## src/common/efr_pkg.sv

```systemverilog
// package: constants, types and feature decode for the feature read block
package efr_pkg;
	// ****************************************
	// select code and address decode
	// ****************************************
	localparam logic [3:0] DEV_TYPE_CODE = 4'hA; // upper nibble of select code
	localparam int SEL_CE_BIT = 3; // chip-enable bit position b3
	localparam int SEL_SPACE_BIT = 2; // 1 selects feature space
	localparam logic [7:0] FEAT_ID_PAGE = 8'h00; // first address byte per feature
	localparam logic [7:0] FEAT_TYPE_ID = 8'h01;
	localparam logic [7:0] FEAT_CHIP_CFG = 8'h02;
	localparam logic [7:0] FEAT_WR_PROT = 8'h03;
	localparam logic [7:0] FEAT_LOCK = 8'h04;
	// ****************************************
	// reset and delivery values
	// ****************************************
	localparam logic [7:0] CHIP_CFG_RESET = 8'h00;
	localparam logic [7:0] WR_PROT_RESET = 8'h00;
	localparam logic [7:0] ERASED_BYTE = 8'hFF;
	localparam logic [7:0] TYPE_ID_VALUE = 8'h5A; // arbitrary identification value
	localparam int PAGE_DEPTH = 256;
	// ****************************************
	// timing
	// ****************************************
	localparam int CLOCK_MHZ = 250;
	localparam int WRITE_CYCLE_US = 4; // internal_write_cycle_time
	localparam int WRITE_CYCLE_CYCLES = WRITE_CYCLE_US * CLOCK_MHZ;
	localparam int BIT_LAST = 7;
	localparam logic [3:0] ACK_SLOT = 4'h8;

	typedef enum logic [1:0] {EFR_FEAT_PAGE, EFR_FEAT_REG, EFR_FEAT_LOCK, EFR_FEAT_MAIN} efr_feat_type;

	// bus events after the synchroniser
	typedef struct packed {
		logic sclRise;
		logic sclFall;
		logic start;
		logic stop;
		logic sda;
	} efr_bus_type;
endpackage : efr_pkg

```

## src/hdl/efr_bus_sync.sv

```systemverilog
// synchroniser and condition detector for the two bus pins
`timescale 1ns/1ps
module efr_bus_sync (
	input wire logic clock,
	input wire logic rst,
	input wire logic sclIn,
	input wire logic sdaIn,
	output efr_pkg::efr_bus_type bus
);
	logic [1:0] sclMeta;
	logic [1:0] sdaMeta;
	logic sclLast;
	logic sdaLast;

	// two-flop synchronisers; only the second stage feeds the edge logic
	always_ff @(posedge clock) begin
		if (rst) begin
			sclMeta <= 2'h3;
			sdaMeta <= 2'h3;
			sclLast <= 1'b1;
			sdaLast <= 1'b1;
		end else begin
			sclMeta <= {sclMeta[0], sclIn};
			sdaMeta <= {sdaMeta[0], sdaIn};
			sclLast <= sclMeta[1];
			sdaLast <= sdaMeta[1];
		end
	end

	// start and stop are data edges while the clock stays high
	always_comb begin
		bus.sclRise = sclMeta[1] & ~sclLast;
		bus.sclFall = ~sclMeta[1] & sclLast;
		bus.start = sclMeta[1] & sclLast & sdaLast & ~sdaMeta[1];
		bus.stop = sclMeta[1] & sclLast & ~sdaLast & sdaMeta[1];
		bus.sda = sdaMeta[1];
	end
endmodule : efr_bus_sync

```

## src/hdl/efr_feature_read.sv

```systemverilog
// feature read slave: select decode, address phase, register and page output
`timescale 1ns/1ps
module efr_feature_read (
	input wire logic clock,
	input wire logic rst,
	input wire logic sclIn,
	input wire logic sdaIn,
	output logic sdaOut,
	output logic sdaOutEn,
	input wire logic chipEnableBit,
	input wire logic pageLocked,
	input wire logic writeStart,
	output logic writeBusy,
	output logic standby,
	output logic [7:0] pageAddress
);
	efr_pkg::efr_bus_type bus;

	typedef enum logic [2:0] {
		ST_IDLE, ST_SELECT, ST_ADDR, ST_LOCKDATA, ST_READ, ST_ACKIN, ST_WAITSTART
	} efr_state_type;

	efr_state_type state;
	logic [7:0] shiftIn;
	logic [3:0] bitCount;
	logic [7:0] shiftOut;
	logic [7:0] addrFirst;
	logic addrCount;
	logic readMode;
	logic ackPending;
	logic ackValue;
	efr_pkg::efr_feat_type feat;
	logic [7:0] chipCfg;
	logic [7:0] wrProt;
	logic [7:0] idPage [0:efr_pkg::PAGE_DEPTH-1];
	logic [10:0] busyCount;
	logic selMatch;
	logic [7:0] readByte;

	// ****************************************
	// pin conditioning
	// ****************************************
	efr_bus_sync sync (
		.clock(clock),
		.rst(rst),
		.sclIn(sclIn),
		.sdaIn(sdaIn),
		.bus(bus)
	);

	// ****************************************
	// stored feature contents
	// ****************************************
	// delivery values; write paths lie outside this block
	always_ff @(posedge clock) begin
		if (rst) begin
			chipCfg <= efr_pkg::CHIP_CFG_RESET;
			wrProt <= efr_pkg::WR_PROT_RESET;
		end
	end

	// page array filled with the erased value, no reset needed for memory
	initial begin
		for (int i = 0; i < efr_pkg::PAGE_DEPTH; i++) begin
			idPage[i] = efr_pkg::ERASED_BYTE;
		end
	end

	// internal write cycle timer, started by the write path outside
	always_ff @(posedge clock) begin
		if (rst) begin
			busyCount <= 11'h000;
			writeBusy <= 1'b0;
		end else if (writeStart) begin
			busyCount <= 11'(efr_pkg::WRITE_CYCLE_CYCLES);
			writeBusy <= 1'b1;
		end else if (busyCount != 11'h000) begin
			busyCount <= busyCount - 11'h001;
			writeBusy <= (busyCount != 11'h001);
		end
	end

	// ****************************************
	// decode
	// ****************************************
	// select matches device type and chip-enable bit, refused while busy
	assign selMatch = (shiftIn[7:4] == efr_pkg::DEV_TYPE_CODE)
		&& (shiftIn[efr_pkg::SEL_CE_BIT] == chipEnableBit)
		&& !writeBusy;

	// byte to send for the selected feature; registers repeat every byte
	always_comb begin
		readByte = efr_pkg::ERASED_BYTE;
		unique case (feat)
			efr_pkg::EFR_FEAT_PAGE: readByte = idPage[pageAddress];
			efr_pkg::EFR_FEAT_REG: begin
				if (addrFirst == efr_pkg::FEAT_CHIP_CFG) begin
					readByte = chipCfg;
				end else if (addrFirst == efr_pkg::FEAT_WR_PROT) begin
					readByte = wrProt;
				end else begin
					readByte = efr_pkg::TYPE_ID_VALUE;
				end
			end
			efr_pkg::EFR_FEAT_LOCK: readByte = efr_pkg::ERASED_BYTE;
			efr_pkg::EFR_FEAT_MAIN: readByte = efr_pkg::ERASED_BYTE;
		endcase
	end

	// ****************************************
	// protocol engine
	// ****************************************
	// bits sampled on rising clock, output changes on falling clock
	always_ff @(posedge clock) begin
		if (rst) begin
			state <= ST_IDLE;
			shiftIn <= 8'h00;
			bitCount <= 4'h0;
			shiftOut <= 8'hFF;
			addrFirst <= 8'h00;
			addrCount <= 1'b0;
			readMode <= 1'b0;
			ackPending <= 1'b0;
			ackValue <= 1'b0;
			feat <= efr_pkg::EFR_FEAT_MAIN;
			pageAddress <= 8'h00;
			sdaOut <= 1'b1;
			sdaOutEn <= 1'b0;
			standby <= 1'b1;
		end else if (bus.start) begin
			// a start always restarts command decode
			state <= ST_SELECT;
			bitCount <= 4'h0;
			sdaOutEn <= 1'b0;
			sdaOut <= 1'b1;
			ackPending <= 1'b0;
			standby <= 1'b0;
		end else if (bus.stop) begin
			state <= ST_IDLE;
			sdaOutEn <= 1'b0;
			sdaOut <= 1'b1;
			ackPending <= 1'b0;
			standby <= 1'b1;
		end else if (bus.sclRise) begin
			unique case (state)
				ST_IDLE, ST_WAITSTART: begin
				end
				ST_SELECT, ST_ADDR, ST_LOCKDATA: begin
					if (bitCount < efr_pkg::ACK_SLOT) begin
						shiftIn <= {shiftIn[6:0], bus.sda};
						bitCount <= bitCount + 4'h1;
					end else begin
						// ack slot just clocked by the controller
						bitCount <= 4'h0;
						if (!ackValue) begin
							state <= ST_WAITSTART;
						end else if (state == ST_SELECT && readMode) begin
							state <= ST_READ;
							shiftOut <= readByte;
						end else if (state == ST_SELECT) begin
							state <= ST_ADDR;
							addrCount <= 1'b0;
						end else if (state == ST_ADDR && addrCount) begin
							state <= (feat == efr_pkg::EFR_FEAT_LOCK) ? ST_LOCKDATA : ST_WAITSTART;
						end else if (state == ST_ADDR) begin
							addrCount <= 1'b1;
						end else begin
							state <= ST_WAITSTART; // truncated, awaits start
						end
					end
				end
				ST_READ: begin
					if (bitCount == 4'(efr_pkg::BIT_LAST)) begin
						state <= ST_ACKIN;
					end
					bitCount <= bitCount + 4'h1;
				end
				ST_ACKIN: begin
					bitCount <= 4'h0;
					if (bus.sda) begin
						state <= ST_WAITSTART; // no ack: stop transfer
						standby <= 1'b1;
					end else begin
						state <= ST_READ;
						shiftOut <= readByte;
					end
				end
				default: state <= ST_IDLE;
			endcase
		end else if (bus.sclFall) begin
			// drive ack, data, or release on the falling clock
			if ((state == ST_SELECT || state == ST_ADDR || state == ST_LOCKDATA)
				&& bitCount == efr_pkg::ACK_SLOT && !ackPending) begin
				ackPending <= 1'b1;
				if (state == ST_SELECT) begin
					readMode <= shiftIn[0];
					ackValue <= selMatch;
					if (!shiftIn[0]) begin
						feat <= shiftIn[efr_pkg::SEL_SPACE_BIT]
							? efr_pkg::EFR_FEAT_REG : efr_pkg::EFR_FEAT_MAIN;
					end
				end else if (state == ST_ADDR && !addrCount) begin
					addrFirst <= shiftIn;
					ackValue <= 1'b1;
					if (feat == efr_pkg::EFR_FEAT_REG) begin
						if (shiftIn == efr_pkg::FEAT_ID_PAGE) begin
							feat <= efr_pkg::EFR_FEAT_PAGE;
						end else if (shiftIn == efr_pkg::FEAT_LOCK) begin
							feat <= efr_pkg::EFR_FEAT_LOCK;
						end
					end
				end else if (state == ST_ADDR) begin
					ackValue <= 1'b1;
					if (feat == efr_pkg::EFR_FEAT_PAGE || feat == efr_pkg::EFR_FEAT_LOCK) begin
						pageAddress <= shiftIn;
					end
				end else begin
					ackValue <= !pageLocked;
				end
				sdaOut <= 1'b0;
				sdaOutEn <= (state == ST_SELECT) ? selMatch
					: (state == ST_LOCKDATA) ? !pageLocked : 1'b1;
			end else if (state == ST_READ && bitCount <= 4'(efr_pkg::BIT_LAST)) begin
				ackPending <= 1'b0;
				sdaOut <= shiftOut[7];
				sdaOutEn <= !shiftOut[7];
				shiftOut <= {shiftOut[6:0], 1'b1};
			end else begin
				ackPending <= 1'b0;
				sdaOut <= 1'b1;
				sdaOutEn <= 1'b0;
				// page counter steps once per byte sent, wrapping at FFh
				if (state == ST_ACKIN && feat == efr_pkg::EFR_FEAT_PAGE) begin
					pageAddress <= pageAddress + 8'h01;
				end
			end
		end
	end
endmodule : efr_feature_read
```

## config.mk

```make
export PLATFORM = sky130hd
export DESIGN_NAME = efr_feature_read
export DESIGN_NICKNAME = d
export VERILOG_FILES = /design/src/common/efr_pkg.sv /design/src/hdl/efr_bus_sync.sv /design/src/hdl/efr_feature_read.sv
export SDC_FILE = /design/constraint.sdc
export NUM_CORES = 1
export LEC_CHECK = 0
export ABC_AREA = 1
export BUFFER_PORTS_ARGS = -buffer_cell sky130_fd_sc_hd__buf_2
export CAP_MARGIN = 10
export CORE_MARGIN = 1
export CORE_UTILIZATION = 55
export DETAILED_ROUTE_END_ITERATION = 6
export PLACE_DENSITY = 0.76
export SYNTH_ARGS = -nofsm -noshare
export SYNTH_HDL_FRONTEND = slang
export SYNTH_HIERARCHICAL = 1
export SYNTH_SLANG_ARGS = --single-unit
export TNS_END_PERCENT = 5
```

## constraint.sdc

```tcl
create_clock -name clock -period 1.6 [get_ports clock]
set_input_delay 0.24 -clock clock [delete_from_list [all_inputs] [get_ports clock]]
set_output_delay 0.24 -clock clock [all_outputs]
set_load 0.005 [all_outputs]
```

# After elaboration in Yosys (flattened, before gate mapping)
# Index checks and enable logic that the tools add are counted.
# Widths: inputs -> output; s select.
[totals]
input_bits = 7
out_inout_bits = 12
register_bits = 66
[classes]
bitwise = 18
addsub = 3
n_eq_ne = 37
reduce_logical = 52
magnitude_cmp = 2
mux = 63
[ops]
columns = ["cell", "n"]
rows = [
  ["$mux 8", 15],
  ["$mux 3", 8],
  ["$pmux 8 s3", 1],
  ["$mux 1", 23],
  ["$mux 10", 2],
  ["$reduce_and 10->1", 2],
  ["$reduce_and 5->1", 4],
  ["$reduce_and 9->1", 2],
  ["$eq 8x2->1 const B", 2],
  ["$mux 2", 8],
  ["$ne 2x2->1 const B", 8],
  ["$pmux 8 s2", 1],
  ["$ne 3x3->1 const B", 5],
  ["$reduce_bool 3->1", 5],
  ["$mux 7", 2],
  ["$reduce_bool 2->1", 7],
  ["$pmux 3 s4", 1],
  ["$pmux 4 s3", 1],
  ["$ne 11x1->1 const B", 1],
  ["$not 1->1", 11],
  ["$reduce_bool 11->1", 1],
  ["$sub 11x1->11 const B", 1],
  ["$eq 3x3->1 const B", 3],
  ["$logic_and 1x1->1", 9],
  ["30 further kinds", 52],
]

# Logic depth before layout (Yosys ltp)
[logic_depth]
word_depth = 11
ltp_mapped = 12
mapped_depth_nobuf = 12

# Hierarchy
# Netlist, hierarchy kept.
[by_module_without_submodules]
columns = ["mod", "cells_per_inst", "instances", "area_each_um2"]
rows = [
  ["efr_feature_read", 477, 1, 3194.3],
  ["efr_bus_sync", 25, 1, 205.2],
]

# Least setup slack after synthesis
# Ideal clock, no wire load.
[synth_timing]
path_type = "reg2reg"
start = "register sync.sclMeta[1]"
end = "register addrFirst[1]"
arrival_ns = 1.365
slack_ns = 0.115
synth_period_minus_slack_ns = 1.485
stages_incl_launch_ff = 12
cell_sequence = "dfxtp_1 > inv_1 > nor2_1 > buf_6 > inv_4 > nand2_2 > nor2_2 > nand3_2 > nor2_4 > inv_1 > o21ai_0 > a21oi_1"
[synth_rtl]
columns = ["item", "line", "source"]
rows = [
  ["start, declared", "efr_bus_sync.sv:10", "logic [1:0] sclMeta;"],
  ["start signal, assigned", "efr_bus_sync.sv:23", "sclMeta <= {sclMeta[0], sclIn};"],
  ["end signal, assigned", "efr_feature_read.sv:203", "addrFirst <= shiftIn;"],
  ["end, declared", "efr_feature_read.sv:27", "logic [7:0] addrFirst;"],
]

==> out/qor.yml <==
run_status:
  outcome: "complete, no violations"
synthesis:
  post_synth_inst_count: 502
  synth_top_cell_by_area: "sky130_fd_sc_hd__dfxtp_1"
  synth.top_cells.by_area: "sky130_fd_sc_hd__dfxtp_1 (38%), sky130_fd_sc_hd__nand2_1 (13%), sky130_fd_sc_hd__nand3_1 (7.8%), sky130_fd_sc_hd__nor2_1 (7.4%), sky130_fd_sc_hd__inv_1 (5.9%)"
  synthDominantCellAreaShare_pct: 38.28
  synth_warnings: 6
  postSynthAreaPerCell_sq_um: 6.772
  yosysSeqAreaShare_pct: 38.28
  netlist_area_sq_mm: 0.003400
  number_of_distinct_library_cell_variants_in_the_gate_level_netlist_after_synthesis: 35
  synth_nets: 515
  yosys_register_bits: 65
clock_tree:
  cts_hold_repair.buffers: 0
  worst_setup_hold_path_clk_slew_ps: 70
  cts_tree: "built"
  cts-root-to-sink-buffers: 2
  cts-htree-levels: 3
  clock_latency_ps: 350
  total_clock_buffers_created_by_cts: 9
  clock_root_buffer: "sky130_fd_sc_hd__clkbuf_8"
  clkSinkCount: 65
grt:
  grt_max_degree: 34
  met2_usage_pct: 41.44
  globalRouteTotalUtil_pct: 25.77
  first_global_vias: 3009
  grt_antenna_before_repair: 0
  global_route.usage.met1_pct: 33.29
  grt_remaining_overflow: 0
  grt_pass1_wl_microns: 13020
  grtUsageMet3_pct: 5.000
  grt_busiest_layer: "met2"
routing:
  drc: 0
  vias: 3427
  drt_iter0_drc: 208
  totalWireLength_microns: 8255
  wl_per_cell_microns: 12.96
  antenna_left: 0
  via_per_inst: 5.380
  drt_pass1_iterations: 5
finish:
  multi_input_comb_area_sq_mm: 0.001906
  number_of_antenna_diodes: 0
  fin_nets: 570
  stdcell_area_sq_mm: 0.004188
  final-instance-count-excl-fill: 637
  fillCellCount: 494
  ratio_of_cells_with_drive_above_1_in_the_final_layout_pct: 21.53
  syn2layout_area_growth_pct: 23.19
  layout.core_utilization_pct: 70.32
  seq_area_sq_mm: 0.001315
worst_setup_path:
  setup.worst_path.start_class: "register"
  max_fanout_on_critical_path: 5
  worstPathRequired_ps: 1830
  worst_ep_arrival_time_ps: 1810
  path_class: "reg -> reg"
  timing.reg2reg.setup_slack_ps: 20
  worstSetupEndpointType: "register"
sta:
  tightestPinTransition_ps: 306.4
  slew_headroom_pct: 79.36
  min_clock_period_post_route_ps: 1581
  final_max_slew_viol_count: 0
  rsz0062_at_grt: "yes"
  hold_viol_final: 0
  setup_viol: 0
  fin_setup_tns_ps: 0
  maxClockFrequency_mhz: 632.5
  clock_skew_ps: 13.74
  timing.final.crit_share_pct: 98.82
place:
  placed_area_sq_mm: 0.003757
  place_inst: 613
  buffer_ports.inserted: 18
  detailedPlacementHpwl_microns: 5687
  routability_cong: 0.8732
flow_run:
  max_cap_violations: 0
floorplanning:
  fp.dieArea_sq_mm: 0.006500
  die_x_microns: 80.62
  coreArea_sq_mm: 0.005956
  top_level_ports: 19
  initial_utilization_pct: 57.08
  chipHeight_microns: 80.62
  row_count: 28
pwr:
  total_leakage_power_nw: 1.982
  power_density_cells_mw_per_mm2: 864.3
  peakVddDrop_v: 0.0005369
worst_hold_path:
  hold_path_class: "in -> reg"
==> per-stage QoR <==
step	setup slack, ps	power [W]	hold WS (ps)
finish	18.88	0.003619	77.48
global route	-73.61	0.003762	80.96
CTS	4.566	0.003598	74.28
detailed placement	-29.65	0.002090	389.3
global placement	-0.09648	0.002083	385.1
floorplan	115.4	0.001981	337.1
==> layout by cell type (no fill, tap or decap), types with 2 or more instances in the layout <==
cell type	synthesis	final
sky130_fd_sc_hd__a21oi_1	34	34
sky130_fd_sc_hd__buf_12	0	3
sky130_fd_sc_hd__buf_2	1	18
sky130_fd_sc_hd__buf_4	1	31
sky130_fd_sc_hd__buf_6	3	2
sky130_fd_sc_hd__clkbuf_8	0	13
sky130_fd_sc_hd__dfxtp_1	65	58
sky130_fd_sc_hd__dfxtp_2	0	5
sky130_fd_sc_hd__dfxtp_4	0	2
sky130_fd_sc_hd__ha_1	6	5
sky130_fd_sc_hd__inv_1	53	48
sky130_fd_sc_hd__inv_2	2	7
sky130_fd_sc_hd__nand2_1	116	112
sky130_fd_sc_hd__nand2_2	8	9
sky130_fd_sc_hd__nand2_4	0	3
sky130_fd_sc_hd__nand3_1	53	52
sky130_fd_sc_hd__nand3_2	2	2
sky130_fd_sc_hd__nand4_1	9	9
sky130_fd_sc_hd__nor2_1	67	62
sky130_fd_sc_hd__nor2_2	4	5
sky130_fd_sc_hd__nor2_4	3	7
sky130_fd_sc_hd__nor2_8	3	3
sky130_fd_sc_hd__nor3_1	8	6
sky130_fd_sc_hd__nor3_2	0	2
sky130_fd_sc_hd__o21ai_0	27	25
sky130_fd_sc_hd__o21ai_1	9	11
sky130_fd_sc_hd__o21bai_1	3	3
sky130_fd_sc_hd__or2_1	4	4
sky130_fd_sc_hd__xnor2_1	3	3
sky130_fd_sc_hd__xor2_1	2	2
==> kinds of logic (layout without fill, tap and decap cells) <==
kind of cell | Yosys count | after routing | synth area share [%]
AOI/OAI and AO/OA | 80 | 80 | 12.51
adders and majority gates | 6 | 6 | 2.208
DFF | 65 | 65 | 38.28
xor gates and xnor gates | 5 | 5 | 1.288
and+or+nand+nor | 278 | 278 | 37.32
buffers and inverters | 68 | 128 | 8.392
==> worst paths after layout <==
path                                       from               to  cells past startpoint
worst min-delay path                      sdaIn  sync/sdaMeta[0]                      2
worst max-delay path            sync/sdaMeta[1]     addrFirst[6]                     11
worst min register to register  sync/sdaMeta[0]  sync/sdaMeta[1]                      1
worst max register to register  sync/sdaMeta[1]     addrFirst[6]                     11
==> power by group <==
group	leakage [nW]	switching, W	internal [W]
combinational	1.34	0.000223	0.000163
sequential	0.530	0.0000398	0.00166
clock	0.112	0.000641	0.000893
total	1.98	0.000904	0.00272
==> critical path, cell delays in order (launching register included) <==
cell                        delay [ps]
sky130_fd_sc_hd__dfxtp_2           350
sky130_fd_sc_hd__inv_2              40
sky130_fd_sc_hd__nand2_2            70
sky130_fd_sc_hd__nor2_2             60
sky130_fd_sc_hd__nor2_4            110
sky130_fd_sc_hd__inv_2              60
sky130_fd_sc_hd__nor2_4            150
sky130_fd_sc_hd__nand3_4           100
sky130_fd_sc_hd__nor2_4            190
sky130_fd_sc_hd__buf_4             150
sky130_fd_sc_hd__clkbuf_16         120
sky130_fd_sc_hd__a21oi_1            60
==> cell usage after synthesis, drive strengths merged <==
cell type,n
a31oi,1
o2111ai,1
o22ai,1
dfxtp,65
nor2,77
nor3,8
xnor2,3
or2,4
buf,5
a21oi,34
clkbuf,6
nand3,55
inv,56
ha,6
nand2,124
a21o,1
a211oi,1
and2,1
xor2,2
a31o,1
clkinv,1
a21boi,1
nand4,9
o21bai,3
o21ai,36
==> metal layers <==
metal / part of all wire (%) / up-vias
li1: - / 1738
met1: 47 / 1552
met2: 46 / 112
met3: 4.5 / 25
met4: 2.8 / 0
met5: 0 / -
==> cell type report <==
class | instances | share of cell area (%)
Tap cell | 75 | 2.241
Sequential cell | 65 | 31.40
Clock buffer | 13 | 4.272
Clock inverter | 3 | 1.105
Inverter | 57 | 5.199
Multi-Input combinational cell | 369 | 45.50
Timing Repair Buffer | 55 | 10.28
==> sequential cells by signal, indices dropped and copies added, names as in the netlist <==
register,count
pageAddress,8
standby,1
sync/sclMeta,2
bitCount,4
sync/sclLast,1
state,3
addrCount,1
shiftIn,8
sdaOut,1
sdaOutEn,1
ackValue,1
sync/sdaMeta,2
addrFirst,7
feat,2
shiftOut,8
writeBusy,1
ackPending,1
sync/sdaLast,1
readMode,1
busyCount,11
==> repair_timing <==
item / 4_1_cts / 5_1_grt
cloned: 0 / 1
pin swaps: 1 / 11
buffers inserted: 1 / 6
setup endpoints to repair: 7 / 39
gates resized for setup: 1 / 40
(Power assumes the default switching activity.)
